`src/hbus_pkg.sv`:
```
package hbus_pkg;

    localparam int          ADDR_W           = 8;
    localparam int          DATA_W           = 16;
    localparam int          IRQ_W            = 8;
    localparam int          SYNC_W           = 32;

    // Pin order in the synchroniser: cs_n, ale, rd/ds, wr/rnw, byte enable, tx last, mode, width, addr, data
    localparam logic [31:0] SYNC_RST         = 32'hf800_0000;

    localparam logic [7:0]  RX_DATA_ADDR     = 8'h00;
    localparam logic [7:0]  TX_DATA_ADDR     = 8'h01;
    localparam logic [7:0]  PORT_STATUS_ADDR = 8'h02;

    localparam logic [7:0]  ADDR_RST         = 8'h00;
    localparam logic [15:0] DATA_RST         = 16'h0000;

    localparam logic        IM_SEPARATE      = 1'b0;
    localparam logic        IM_DATA_STROBE   = 1'b1;
    localparam logic        BW_8             = 1'b0;
    localparam logic        BW_16            = 1'b1;

    localparam logic [1:0]  LANE_NONE        = 2'b00;
    localparam logic [1:0]  LANE_LOW         = 2'b01;
    localparam logic [1:0]  LANE_HIGH        = 2'b10;
    localparam logic [1:0]  LANE_BOTH        = 2'b11;

    typedef enum logic [3:0] {
        ST_IDLE  = 4'b0001,
        ST_READ  = 4'b0010,
        ST_DRIVE = 4'b0100,
        ST_WRITE = 4'b1000
    } acc_state_t;

endpackage : hbus_pkg

```
`src/dl_if.sv`:
```
`timescale 1ns/1ps
interface dl_if;
    logic [7:0] addr;
    logic       rd_stb;
    logic       wr_stb;
    logic       last;

    modport acc (output addr, output rd_stb, output wr_stb, output last);
    modport dl  (input addr, input rd_stb, input wr_stb, input last);
endinterface : dl_if

```
`src/pin_sync.sv`:
```
`timescale 1ns/1ps
module pin_sync
    import hbus_pkg::*;
#(
    parameter int           W       = 32,
    parameter logic [W-1:0] RST_VAL = '0
)(
    input  wire logic         clk_in,
    input  wire logic         nrst_in,
    input  wire logic         ce_in,
    input  wire logic [W-1:0] d_in,
    output logic      [W-1:0] q_out
);
    logic [W-1:0] meta_q;
    logic [W-1:0] sync_q;

    genvar i;
    generate
        for (i = 0; i < W; i++) begin : g_bit
            // First stage feeds only the second
            always_ff @(posedge clk_in) begin
                if (!nrst_in) begin
                    meta_q[i] <= RST_VAL[i];
                    sync_q[i] <= RST_VAL[i];
                end else if (ce_in) begin
                    meta_q[i] <= d_in[i];
                    sync_q[i] <= meta_q[i];
                end
            end
        end
    endgenerate

    assign q_out = sync_q;
endmodule : pin_sync

```
`src/dl_port.sv`:
```
`timescale 1ns/1ps
module dl_port
    import hbus_pkg::*;
(
    input  wire logic clk_in,
    input  wire logic nrst_in,
    input  wire logic ce_in,
    dl_if.dl          bus,
    input  wire logic rx_not_empty_in,
    input  wire logic rx_msg_end_in,
    input  wire logic tx_not_full_in,
    output logic      rx_byte_request_out,
    output logic      rx_message_done_out,
    output logic      tx_byte_request_out,
    output logic      rx_pop_out,
    output logic      rx_release_out,
    output logic      tx_push_out,
    output logic      tx_push_last_out
);
    logic rx_req_q, rx_req_d, done_q, done_d, tx_req_q, tx_req_d;
    logic pop_q, pop_d, rel_q, rel_d, push_q, push_d, last_q, last_d;

    always_comb begin
        // receive request
        rx_req_d = rx_not_empty_in;
        rel_d    = bus.rd_stb && (bus.addr == PORT_STATUS_ADDR);
        pop_d    = bus.rd_stb && (bus.addr == RX_DATA_ADDR);
        // sticky until status read, set wins
        done_d   = rx_msg_end_in || (done_q && !rel_d);
        // transmit request
        tx_req_d = tx_not_full_in;
        push_d   = bus.wr_stb && (bus.addr == TX_DATA_ADDR) && tx_req_q;
        // mark final byte
        last_d   = push_d && bus.last;
    end

    always_ff @(posedge clk_in) begin
        if (!nrst_in) begin
            rx_req_q <= 1'b0;
            done_q   <= 1'b0;
            tx_req_q <= 1'b0;
            pop_q    <= 1'b0;
            rel_q    <= 1'b0;
            push_q   <= 1'b0;
            last_q   <= 1'b0;
        end else if (ce_in) begin
            rx_req_q <= rx_req_d;
            done_q   <= done_d;
            tx_req_q <= tx_req_d;
            pop_q    <= pop_d;
            rel_q    <= rel_d;
            push_q   <= push_d;
            last_q   <= last_d;
        end
    end

    assign rx_byte_request_out = rx_req_q;
    assign rx_message_done_out = done_q;
    assign tx_byte_request_out = tx_req_q;
    assign rx_pop_out          = pop_q;
    assign rx_release_out      = rel_q;
    assign tx_push_out         = push_q;
    assign tx_push_last_out    = last_q;

    // status read clears done
    a_done_release: assert property (@(posedge clk_in) disable iff (!nrst_in || !ce_in)
        (rel_d && !rx_msg_end_in) |=> !rx_message_done_out)
        else $error("message done not released by status read");
    // last flag only with push
    a_last_with_push: assert property (@(posedge clk_in) disable iff (!nrst_in || !ce_in)
        tx_push_last_out |-> tx_push_out && $past(bus.last))
        else $error("last flag without push");
    // request follows fifo
    a_rx_request: assert property (@(posedge clk_in) disable iff (!nrst_in || !ce_in)
        rx_not_empty_in |=> rx_byte_request_out)
        else $error("rx request missing");
    c_tx_last: cover property (@(posedge clk_in) disable iff (!nrst_in) tx_push_last_out);
endmodule : dl_port

```
`src/host_port.sv`:
```
// Function
// Bus width input low gives 8-bit data bus, high gives 16-bit.
// In 8-bit mode only low byte driven; upper lines float, board ties them.
// In 16-bit byte transfers lane follows address bit zero, byte enable, mode.
// Eight address bits pick exactly one register per access.
// Strobes act only while chip select is low.
// Address captured when latch strobe falls, held for the access.
// Multiplexed bus: board wires address pins to data lines.
// Demultiplexed bus: board holds latch strobe high, latch transparent.
// Separate-strobe mode: low read strobe reads and drives the bus.
// Separate-strobe mode: low write strobe writes host data.
// Data-strobe mode: drive read data while strobe low; write data valid.
// Data-strobe mode: read-not-write level chooses read or write.
// Pending interrupt pulls open-drain interrupt line low.
// Each interrupt source maskable; masked sources never drive the line.
// Separate strobes, 16-bit: upper byte enable means upper lane transfer.
// Data strobe, 16-bit: byte access input means lower lane transfer.
// In 8-bit mode the byte enable input is ignored.
// Receive byte request high while receive fifo holds a byte.
// Receive done raised at message end; status read releases fifo.
// Transmit byte request high while transmit fifo has room.
// Message end with a requested write marks the final byte.
// Controller drives message end in the same write as last byte.
// Static mode input picks separate-strobe (low) or data-strobe (high).
// Reset clears state, drops fifo requests, releases interrupt line.
`timescale 1ns/1ps
module host_port
    import hbus_pkg::*;
(
    input  wire logic              clk_in,
    input  wire logic              nrst_in,
    input  wire logic              ce_in,
    input  wire logic              interface_mode_select_in,
    input  wire logic              bus_width_select_in,
    input  wire logic [ADDR_W-1:0] host_address_in,
    input  wire logic [DATA_W-1:0] host_data_in,
    output logic      [DATA_W-1:0] host_data_out,
    output logic      [1:0]        host_data_oe_n_out,
    input  wire logic              chip_select_n_in,
    input  wire logic              address_latch_strobe_in,
    input  wire logic              read_strobe_n_in,
    input  wire logic              write_strobe_n_in,
    input  wire logic              byte_enable_n_in,
    output logic                   interrupt_request_n_out,
    output logic                   interrupt_request_oe_n_out,
    input  wire logic [IRQ_W-1:0]  irq_pending_in,
    input  wire logic [IRQ_W-1:0]  irq_mask_in,
    output logic      [ADDR_W-1:0] reg_addr_out,
    output logic      [DATA_W-1:0] reg_wdata_out,
    output logic      [1:0]        reg_be_out,
    output logic                   reg_wr_out,
    output logic                   reg_rd_out,
    input  wire logic [DATA_W-1:0] reg_rdata_in,
    input  wire logic              rx_not_empty_in,
    input  wire logic              rx_msg_end_in,
    input  wire logic              tx_not_full_in,
    input  wire logic              tx_message_last_in,
    output logic                   rx_byte_request_out,
    output logic                   rx_message_done_out,
    output logic                   tx_byte_request_out,
    output logic                   rx_pop_out,
    output logic                   rx_release_out,
    output logic                   tx_push_out,
    output logic                   tx_push_last_out
);
    logic [SYNC_W-1:0] sync_s;
    logic              cs_n_s, ale_s, rd_n_s, wr_n_s, be_n_s, tx_message_last_s, im_s, bw_s;
    logic [ADDR_W-1:0] addr_s;
    logic [DATA_W-1:0] data_s;

    pin_sync #(.W(SYNC_W), .RST_VAL(SYNC_RST)) u_sync (
        .clk_in  (clk_in),
        .nrst_in (nrst_in),
        .ce_in   (ce_in),
        .d_in    ({chip_select_n_in, address_latch_strobe_in, read_strobe_n_in, write_strobe_n_in,
                   byte_enable_n_in, tx_message_last_in, interface_mode_select_in, bus_width_select_in,
                   host_address_in, host_data_in}),
        .q_out   (sync_s)
    );

    assign {cs_n_s, ale_s, rd_n_s, wr_n_s, be_n_s, tx_message_last_s, im_s, bw_s, addr_s, data_s} = sync_s;

    acc_state_t        state_q, state_d;
    logic [ADDR_W-1:0] alat_q, alat_d, raddr_q, raddr_d;
    logic [DATA_W-1:0] wdata_q, wdata_d, rdata_q, rdata_d, wbuf_q, wbuf_d;
    logic [1:0]        be_q, be_d, lane_q, lane_d, oe_n_q, oe_n_d;
    logic              wr_q, wr_d, rd_q, rd_d, last_q, last_d, lastbuf_q, lastbuf_d, irq_oe_n_q, irq_oe_n_d;
    logic              sel, rd_act, wr_act;
    logic [1:0]        lane_c, be_c;

    // chip select gates strobes
    assign sel = !cs_n_s;

    // strobe decode per mode
    always_comb begin
        if (im_s == IM_DATA_STROBE) begin
            rd_act = sel && !rd_n_s && wr_n_s;
            wr_act = sel && !rd_n_s && !wr_n_s;
        end else begin
            rd_act = sel && !rd_n_s;
            wr_act = sel && !wr_n_s;
        end
    end

    // lane and byte selection
    // Latch output, not its register, so an address set with the strobe is not a cycle late
    always_comb begin
        if (bw_s == BW_8) begin
            lane_c = LANE_LOW;
            be_c   = alat_d[0] ? LANE_HIGH : LANE_LOW;
        end else if (im_s == IM_SEPARATE) begin
            case ({alat_d[0], be_n_s})
                2'b00:   lane_c = LANE_BOTH;
                2'b01:   lane_c = LANE_LOW;
                2'b10:   lane_c = LANE_HIGH;
                default: lane_c = LANE_NONE;
            endcase
            be_c = lane_c;
        end else begin
            lane_c = be_n_s ? LANE_BOTH : LANE_LOW;
            be_c   = lane_c;
        end
    end

    always_comb begin
        state_d   = state_q;
        // latch transparent while strobe high, holds after fall
        alat_d    = ale_s ? addr_s : alat_q;
        raddr_d   = raddr_q;
        wdata_d   = wdata_q;
        wbuf_d    = wbuf_q;
        rdata_d   = rdata_q;
        be_d      = be_q;
        lane_d    = lane_q;
        oe_n_d    = LANE_BOTH;
        wr_d      = 1'b0;
        rd_d      = 1'b0;
        last_d    = last_q;
        lastbuf_d = lastbuf_q;
        case (state_q)
            ST_IDLE: begin
                if (rd_act) begin
                    // one register per access
                    raddr_d = alat_d;
                    be_d    = be_c;
                    lane_d  = lane_c;
                    rd_d    = 1'b1;
                    state_d = ST_READ;
                end else if (wr_act) begin
                    raddr_d = alat_d;
                    be_d    = be_c;
                    lane_d  = lane_c;
                    state_d = ST_WRITE;
                end
            end
            ST_READ: begin
                if (bw_s == BW_8)
                    rdata_d = {8'h00, (be_q == LANE_HIGH) ? reg_rdata_in[15:8] : reg_rdata_in[7:0]};
                else
                    rdata_d = reg_rdata_in;
                state_d = rd_act ? ST_DRIVE : ST_IDLE;
                oe_n_d  = rd_act ? ~lane_q : LANE_BOTH;
            end
            ST_DRIVE: begin
                // drive active lanes only
                oe_n_d  = rd_act ? ~lane_q : LANE_BOTH;
                state_d = rd_act ? ST_DRIVE : ST_IDLE;
            end
            ST_WRITE: begin
                // Data sampled up to strobe release, valid at its end in both modes
                if (wr_act) begin
                    wbuf_d    = (bw_s == BW_8) ? {data_s[7:0], data_s[7:0]} : data_s;
                    lastbuf_d = tx_message_last_s;
                end else begin
                    // commit write on release
                    wdata_d = wbuf_q;
                    last_d  = lastbuf_q;
                    wr_d    = 1'b1;
                    state_d = ST_IDLE;
                end
            end
            default: state_d = ST_IDLE;
        endcase
        if (bw_s == BW_8)
            oe_n_d[1] = 1'b1;
        // unmasked sources pull line low
        irq_oe_n_d = !(|(irq_pending_in & ~irq_mask_in));
    end

    // reset to idle defaults
    always_ff @(posedge clk_in) begin
        if (!nrst_in) begin
            state_q    <= ST_IDLE;
            alat_q     <= ADDR_RST;
            raddr_q    <= ADDR_RST;
            wdata_q    <= DATA_RST;
            wbuf_q     <= DATA_RST;
            rdata_q    <= DATA_RST;
            be_q       <= LANE_NONE;
            lane_q     <= LANE_NONE;
            oe_n_q     <= LANE_BOTH;
            wr_q       <= 1'b0;
            rd_q       <= 1'b0;
            last_q     <= 1'b0;
            lastbuf_q  <= 1'b0;
            irq_oe_n_q <= 1'b1;
        end else if (ce_in) begin
            state_q    <= state_d;
            alat_q     <= alat_d;
            raddr_q    <= raddr_d;
            wdata_q    <= wdata_d;
            wbuf_q     <= wbuf_d;
            rdata_q    <= rdata_d;
            be_q       <= be_d;
            lane_q     <= lane_d;
            oe_n_q     <= oe_n_d;
            wr_q       <= wr_d;
            rd_q       <= rd_d;
            last_q     <= last_d;
            lastbuf_q  <= lastbuf_d;
            irq_oe_n_q <= irq_oe_n_d;
        end
    end

    assign host_data_out              = rdata_q;
    assign host_data_oe_n_out         = oe_n_q;
    assign interrupt_request_n_out    = 1'b0;
    assign interrupt_request_oe_n_out = irq_oe_n_q;
    assign reg_addr_out               = raddr_q;
    assign reg_wdata_out              = wdata_q;
    assign reg_be_out                 = be_q;
    assign reg_wr_out                 = wr_q;
    assign reg_rd_out                 = rd_q;

    dl_if dl_bus ();
    assign dl_bus.addr   = raddr_q;
    assign dl_bus.rd_stb = rd_q;
    assign dl_bus.wr_stb = wr_q;
    // end flag taken with the byte
    assign dl_bus.last   = last_q;

    dl_port u_dl (
        .clk_in              (clk_in),
        .nrst_in             (nrst_in),
        .ce_in               (ce_in),
        .bus                 (dl_bus.dl),
        .rx_not_empty_in     (rx_not_empty_in),
        .rx_msg_end_in       (rx_msg_end_in),
        .tx_not_full_in      (tx_not_full_in),
        .rx_byte_request_out (rx_byte_request_out),
        .rx_message_done_out (rx_message_done_out),
        .tx_byte_request_out (tx_byte_request_out),
        .rx_pop_out          (rx_pop_out),
        .rx_release_out      (rx_release_out),
        .tx_push_out         (tx_push_out),
        .tx_push_last_out    (tx_push_last_out)
    );

    // upper lane floats in 8-bit mode
    a_upper_lane_float: assert property (@(posedge clk_in) disable iff (!nrst_in || !ce_in)
        (bw_s == BW_8) ##1 (bw_s == BW_8) |-> host_data_oe_n_out[1])
        else $error("upper lane driven in 8-bit mode");
    // no access without select
    a_select_gates: assert property (@(posedge clk_in) disable iff (!nrst_in || !ce_in)
        (state_q == ST_IDLE && cs_n_s) |=> !reg_rd_out && !reg_wr_out)
        else $error("access without chip select");
    // read strobe starts read
    a_read_start: assert property (@(posedge clk_in) disable iff (!nrst_in || !ce_in)
        (state_q == ST_IDLE && rd_act) |=> reg_rd_out ##1 (state_q != ST_READ))
        else $error("read not issued");
    // drive active lanes while reading
    a_drive_lanes: assert property (@(posedge clk_in) disable iff (!nrst_in || !ce_in)
        (state_q == ST_DRIVE) |-> (host_data_oe_n_out == (~lane_q | {bw_s == BW_8, 1'b0})))
        else $error("wrong lanes driven");
    // release commits write
    a_write_commit: assert property (@(posedge clk_in) disable iff (!nrst_in || !ce_in)
        (state_q == ST_WRITE && !wr_act) |=> reg_wr_out && reg_wdata_out == $past(wbuf_q))
        else $error("write not committed");
    // level picks write
    a_rnw_write: assert property (@(posedge clk_in) disable iff (!nrst_in || !ce_in)
        (state_q == ST_IDLE && im_s == IM_DATA_STROBE && sel && !rd_n_s && !wr_n_s) |=> state_q == ST_WRITE)
        else $error("read-not-write low did not write");
    // latch holds while strobe low
    a_latch_hold: assert property (@(posedge clk_in) disable iff (!nrst_in || !ce_in)
        !ale_s |=> $stable(alat_q))
        else $error("address latch moved while closed");
    // upper byte enable
    a_upper_enable: assert property (@(posedge clk_in) disable iff (!nrst_in || !ce_in)
        (state_q == ST_IDLE && rd_act && bw_s == BW_16 && im_s == IM_SEPARATE && alat_d[0] && !be_n_s)
        |=> reg_be_out == LANE_HIGH)
        else $error("upper byte not selected");
    // byte access lower lane
    a_lower_access: assert property (@(posedge clk_in) disable iff (!nrst_in || !ce_in)
        (state_q == ST_IDLE && (rd_act || wr_act) && bw_s == BW_16 && im_s == IM_DATA_STROBE && !be_n_s)
        |=> reg_be_out == LANE_LOW)
        else $error("lower byte not selected");
    // enable ignored in 8-bit mode
    a_eight_bit_be: assert property (@(posedge clk_in) disable iff (!nrst_in || !ce_in)
        (state_q == ST_IDLE && rd_act && bw_s == BW_8) |=> reg_be_out == ($past(alat_d[0]) ? LANE_HIGH : LANE_LOW))
        else $error("byte enable used in 8-bit mode");
    // masked sources stay quiet
    a_irq_masked: assert property (@(posedge clk_in) disable iff (!nrst_in || !ce_in)
        !(|(irq_pending_in & ~irq_mask_in)) |=> interrupt_request_oe_n_out)
        else $error("masked source drove interrupt");
    // pending source pulls low
    a_irq_pull: assert property (@(posedge clk_in) disable iff (!nrst_in || !ce_in)
        (|(irq_pending_in & ~irq_mask_in)) |=> !interrupt_request_oe_n_out && !interrupt_request_n_out)
        else $error("interrupt not pulled low");
    // reset releases outputs
    a_reset_idle: assert property (@(posedge clk_in)
        !nrst_in |=> host_data_oe_n_out == LANE_BOTH && interrupt_request_oe_n_out && !rx_byte_request_out
        && !tx_byte_request_out)
        else $error("reset left outputs active");

    c_read_done:  cover property (@(posedge clk_in) disable iff (!nrst_in) state_q == ST_DRIVE ##1 state_q == ST_IDLE);
    c_write_done: cover property (@(posedge clk_in) disable iff (!nrst_in) reg_wr_out && im_s == IM_DATA_STROBE);
    c_irq_low:    cover property (@(posedge clk_in) disable iff (!nrst_in) !interrupt_request_oe_n_out);
endmodule : host_port

```
`config.mk`:
```
export PLATFORM = sky130hd
export DESIGN_NAME = host_port
export DESIGN_NICKNAME = d
export VERILOG_FILES = /design/src/hbus_pkg.sv /design/src/dl_if.sv /design/src/pin_sync.sv /design/src/dl_port.sv /design/src/host_port.sv
export SDC_FILE = /design/constraint.sdc
export NUM_CORES = 1
export LEC_CHECK = 0
export ABC_AREA = 1
export CORE_AREA = 2 2 124 126
export CTS_BUF_LIST = sky130_fd_sc_hd__clkbuf_4
export CTS_CLUSTER_DIAMETER = 80
export DETAILED_ROUTE_END_ITERATION = 8
export DIE_AREA = 0 0 126 128
export DONT_BUFFER_PORTS = 1
export PLACE_DENSITY = 0.54
export SYNTH_ARGS = -nofsm -noshare
export SYNTH_HDL_FRONTEND = slang
export SYNTH_SLANG_ARGS = --single-unit
```
`constraint.sdc`:
```
create_clock -name clk_in -period 1.7 [get_ports clk_in]
set_input_delay 0.34 -clock clk_in [delete_from_list [all_inputs] [get_ports clk_in]]
set_output_delay 0.34 -clock clk_in [all_outputs]
set_load 0.01 [all_outputs]
```
Word level (Yosys, flattened, before mapping)
Index checks and enable logic that the tools add are counted.
{"block": "word_totals", "ff_bits": 150, "out_inout_bits": 55}
{"block": "classes", "n_reduce_logical": 26, "n_eq_ne": 11, "bitwise": 4, "n_mux": 30}
{"operator": "$mux 16", "count": 2}
{"operator": "$mux 8", "count": 4}
{"operator": "$mux 2", "count": 11}
{"operator": "$mux 4", "count": 3}
{"operator": "$pmux 4 s3", "count": 1}
{"operator": "$reduce_and 3->1", "count": 4}
{"operator": "$logic_and 1x1->1", "count": 10}
{"operator": "$and 8x8->8", "count": 1}
{"operator": "$eq 8x1->1 const B", "count": 1}
{"operator": "$eq 8x2->1 const B", "count": 1}
{"operator": "$logic_not 8->1", "count": 1}
{"operator": "$not 8->8", "count": 1}
{"operator": "$reduce_or 8->1", "count": 1}
{"operator": "$mux 1", "count": 7}
{"operator": "$pmux 2 s3", "count": 1}
{"operator": "$logic_not 1->1", "count": 5}
{"operator": "$eq 2x2->1 const B", "count": 2}
{"operator": "$eq 4x1->1 const B", "count": 1}
{"operator": "$eq 4x2->1 const B", "count": 1}
{"operator": "$eq 4x3->1 const B", "count": 1}
{"operator": "$eq 4x4->1 const B", "count": 1}
{"operator": "$mux 3", "count": 1}
{"operator": "$ne 3x3->1 const B", "count": 1}
{"operator": "$eq 2x1->1 const B", "count": 1}
{"operator": "8 further kinds", "count": 8}

Depth between registers and ports, before layout
{"block": "logic_depth", "ltp_word": 7, "ltp_mapped": 9, "mapped_depth_nobuf": 9}

Hierarchy
Synthesis repeated with hierarchy kept, for this count alone.
{"block": "unflattened", "cells_unflattened": 902, "area_unflattened_um2": 6292.3}
{"module": "host_port", "area_per_inst_um2": 3364.5, "cells_each": 470, "instances": 1}
{"module": "pin_sync", "area_per_inst_um2": 2600.0, "cells_each": 385, "instances": 1}
{"module": "dl_port", "area_per_inst_um2": 327.8, "cells_each": 47, "instances": 1}

Worst setup path before layout
Ideal clock, no wire load.
{"block": "synth_path", "kind": "register to register", "start": "reg state_q[1]", "end": "reg wbuf_q[15]", "period_less_slack_ns": 1.194, "arrival_ns": 1.078, "stages_incl_launch_ff": 8, "setup_slack_ns": 0.506, "cell_sequence": "dfxtp_1 > inv_2 > nand2_1 > nor2_4 > nand3_4 > clkbuf_2 > o21ai_0 > nor2_1"}
{"block": "synth_between", "elab_chain_cells": 2}
{"item": "start: declaration", "line": "host_port.sv:83", "source": "acc_state_t state_q, state_d;"}
{"item": "start signal: assignment", "line": "host_port.sv:208", "source": "state_q <= state_d;"}
{"item": "$eq 4x4->1", "line": "host_port.sv:140", "source": "case (state_q)"}
{"item": "$reduce_and 3->1 (no source line)"}
{"item": "end signal: assignment", "line": "host_port.sv:212", "source": "wbuf_q <= wbuf_d;"}
{"item": "end: declaration", "line": "host_port.sv:85", "source": "logic [DATA_W-1:0] wdata_q, wdata_d, rdata_q, rdata_d, wbuf_q, wbuf_d;"}
No other way between the ends.
A chain may end at the register's enable or synchronous reset.

Worst setup path after layout
{"block": "layout_path", "start": "reg be_q[1], in the netlist reg_be_out[1]", "end": "out reg_be_out[1]"}
{"item": "start: declaration", "line": "host_port.sv:86", "source": "logic [1:0] be_q, be_d, lane_q, lane_d, oe_n_q, oe_n_d;"}
{"item": "start signal: assignment", "line": "host_port.sv:199", "source": "be_q <= LANE_NONE;"}
{"item": "start signal: assignment", "line": "host_port.sv:214", "source": "be_q <= be_d;"}
{"item": "end: declaration", "line": "host_port.sv:50", "source": "output logic [1:0] reg_be_out,"}
No word-level cell between the ends.

==> parameters.txt <==
Parameter                              Value

Synthesis
  Post-synthesis cell type count    32
  Total of flip-flops plus latches after synthesis    150
  Cell count after synthesis    783
  Proportion of synthesized chip area in sequential cells    around half
  Average size of a mapped cell    7.46 µm²
  Number of synthesis warnings    0
  Synth Net Count    853
  Cell Area, Synth    5840 µm²

Place
  Number of input and output port buffers inserted    0
  HPWL Detailed    9180 µm
  Placer congestion estimate    0.846

Timing
  RSZ-0062 raised after global routing    no
  Maximum frequency from static timing analysis    655 MHz
  Final Cycle Share    89.8%
  Transition time at the pin with the least slew margin    around 0.52 ns
  Hold violation total from the final report    0
  Final count of negative-setup-slack endpoints    0
  Clock Skews    between 0.01 and 0.015 ns
  Final critical-path required period    1.53 ns
  Setup TNS    0 ns
  Slew margin rel.    between 60 and 70%
  Final Max Tran Viols    0

Worst hold path
  Worst hold path stage count    4
  Hold Path Origin    irq_mask_in[6]
  Class of the tightest hold or removal check    in2reg
  WHS Endpoint    interrupt_request_oe_n_out

Final layout
  Layout filler cell count    1557
  Multi-input combinational cell area    2390 µm²
  NumNets Final    roughly 890
  FF/Latch Area    roughly 3000 µm²
  Proportion of layout cells with a drive suffix above 1    7.05%
  Area grow syn2layout    17.1%
  Final design utilization    46.0%

Routing
  Number of DRC markers after the initial detailed-route iteration    302
  Final routed DRC violation total    0
  Drt via density    4.98
  Wire length on met2    6680 µm
  Detail Route Antenna Nets    0
  Router iterations before antenna repair    5
  Number of vias in the routed layout    5111
  Length of routed met3 wiring    950 µm
  Post-Route WL    14600 µm
  Detailed-route wire length on metal 1    roughly 6800 µm
  Top routing layer in use    met4
  Routed wire per std cell    around 14 µm

Setup path
  Setup slack of the worst register-to-register path    0.23 ns
  Crit. End Element    output port
  Cells on worst reg2reg path    4
  R2R Path Start    u_sync.q_out[30]
  Critical path start-end classification    reg2out
  Worst Setup Start Kind    flip-flop
  Worst EP arrival    1.19 ns
  Data required time of the worst path    1.36 ns
  Critical path startpoint    reg_be_out[1]
  Worst-path maximum fanout    11
  Reg2reg end    u_sync.q_out[30]

Die
  Number of core rows    45
  Die Outline Area    16100 µm²
  Die Span Y    128 µm
  Starting density of the core    39.3%
  Area of the core    between 10000 and 15000 µm²
  Ports placed on the boundary    125
  Die outline width    126 µm

Clocking
  Clock root buffer master    clkbuf_4
  Htree depth    4
  CTS resizes    0
  Clk buf depth    2
  Inserted Clock Buffers    17
  Later-pin clock latency in the skew report    approximately 0.54 ns
  Clock-pin slew on the worst setup and hold paths    0.12 ns
  Clock sink count    150
  TritonCTS clock tree    done

Global routing
  Antenna violations before repair    1
  Maximum number of pins on one net before global-route repair    108
  Total global-route track usage    a little under a fifth
  Overflow left after global routing    0
  Global-route wire length before repair    24000 µm
  Number of global-route vias before repair    4876

Power and ir drop
  Pwr/cell area    1000 nW/µm²
  Leak Pwr    2.75 nW
  Peak supply drop    ~0.00038 V

Run status
  Status    finished, final reports clean

Run
  Max-capacitance violation count    0
## area by class of cell
| class | instances | area share [%] |
|---|---|---|
| timing repair buffer | 71 | 10.7 |
| clock inverter | 15 | 2.36 |
| multi-input combinational | 533 | 34.9 |
| sequential | 150 | 43.9 |
| tap | 188 | 3.44 |
| inverter | 51 | 2.87 |
| antenna | 1 | 0.0366 |
| clock buffer | 17 | 1.87 |
## synthesized netlist by cell type (all sizes together)
cell	count	area [µm²]
o21ai	139	696
inv	49	186
xnor2	1	8.76
dfxtp	150	3000
nor2	199	764
nor3	5	30.0
a31oi	8	50.1
or2	1	6.26
nand4	8	50.1
a21oi	41	205
buf	26	169
clkinv	2	8.75
o22ai	3	18.8
and3	1	6.26
conb	1	3.75
nand2	96	363
a211oi	1	7.51
nand3	28	170
clkbuf	24	95.1
## metrics by stage
step	hold WS, ns	power (mW)	cell area [µm²]	cells	setup slack (ns)
after floorplan	0.429	4.39	5840	783	0.506
final	0.0759	6.86	6840	1026	0.174
after detailed placement	0.439	4.49	5890	929	0.199
after CTS	0.0256	6.95	6840	1025	0.0185
after global placement	0.435	4.47	5890	929	0.256
after global routing	0.0362	7.25	6840	1026	0.0533
## worst max-delay path by stage
stage	end	slack (ns)	depth (start not counted)
floorplan	wbuf_q[15]	0.51	7
global placement	host_data_out[13]	0.26	7
detailed placement	host_data_out[15]	0.20	6
CTS	u_sync.meta_q[23]	0.02	4
global route	host_data_out[15]	0.05	6
finish	reg_be_out[1]	0.17	0
## registers in the layout (all words and copies together), names as in the netlist, 4 cells and up
register / cells
host_data_out: 16
u_sync.meta_q: 32
u_sync.q_out: 32
state_q: 4
reg_wdata_out: 16
alat_q: 8
wbuf_q: 16
reg_addr_out: 8
## what timing repair did
item                                   CTS  global route
endpoints found under the hold margin  134             0
setup buffers                            0             0
setup endpoints to repair                0             9
hold buffers                            64             0
## cells by family after synthesis
kind of cell	share of synthesized area, %
buffers and inverters	7.86
AND/OR/NAND/NOR	23.8
XOR/XNOR	0.150
flip-flops	51.4
other	0.0642
AO/OA/AOI/OAI	16.7
## where the power goes
group	switching, mW	leakage [nW]	internal [mW]
combinational	0.454	1.37	0.325
clock	1.26	0.159	1.00
sequential	0.130	1.23	3.69
total	1.85	2.75	5.01
## routing by layer
metal / vias to the layer above / GRT usage (%)
met5: - / 0
met4: 0 / 6.27
met1: 2313 / 23.8
met3: 14 / 5.93
met2: 153 / 29.3
li1: 2631 / -
## placed cells by master, fill, tap and decap left out
master,n
nand2_1,95
o22ai_1,3
nand4_1,8
buf_16,1
clkinv_1,2
o21ai_0,139
bufinv_16,3
clkinv_4,1
a211oi_1,1
a31oi_1,8
nand2_2,1
clkinv_2,9
a21oi_1,41
nand3_4,2
diode_2,1
inv_6,1
inv_2,5
nor3_2,1
nor3_1,4
dlygate4sd3_1,61
inv_4,1
inv_1,42
dfxtp_1,150
clkinvlp_4,2
or2_2,1
nand3_1,25
nor2_1,196
buf_12,2
clkbuf_4,17
nor2_4,2
xnor2_1,1
and3_1,1
nand3_2,1
nor2_2,2
conb_1,1
buf_4,7
Power figures use the tool's default switching activity.
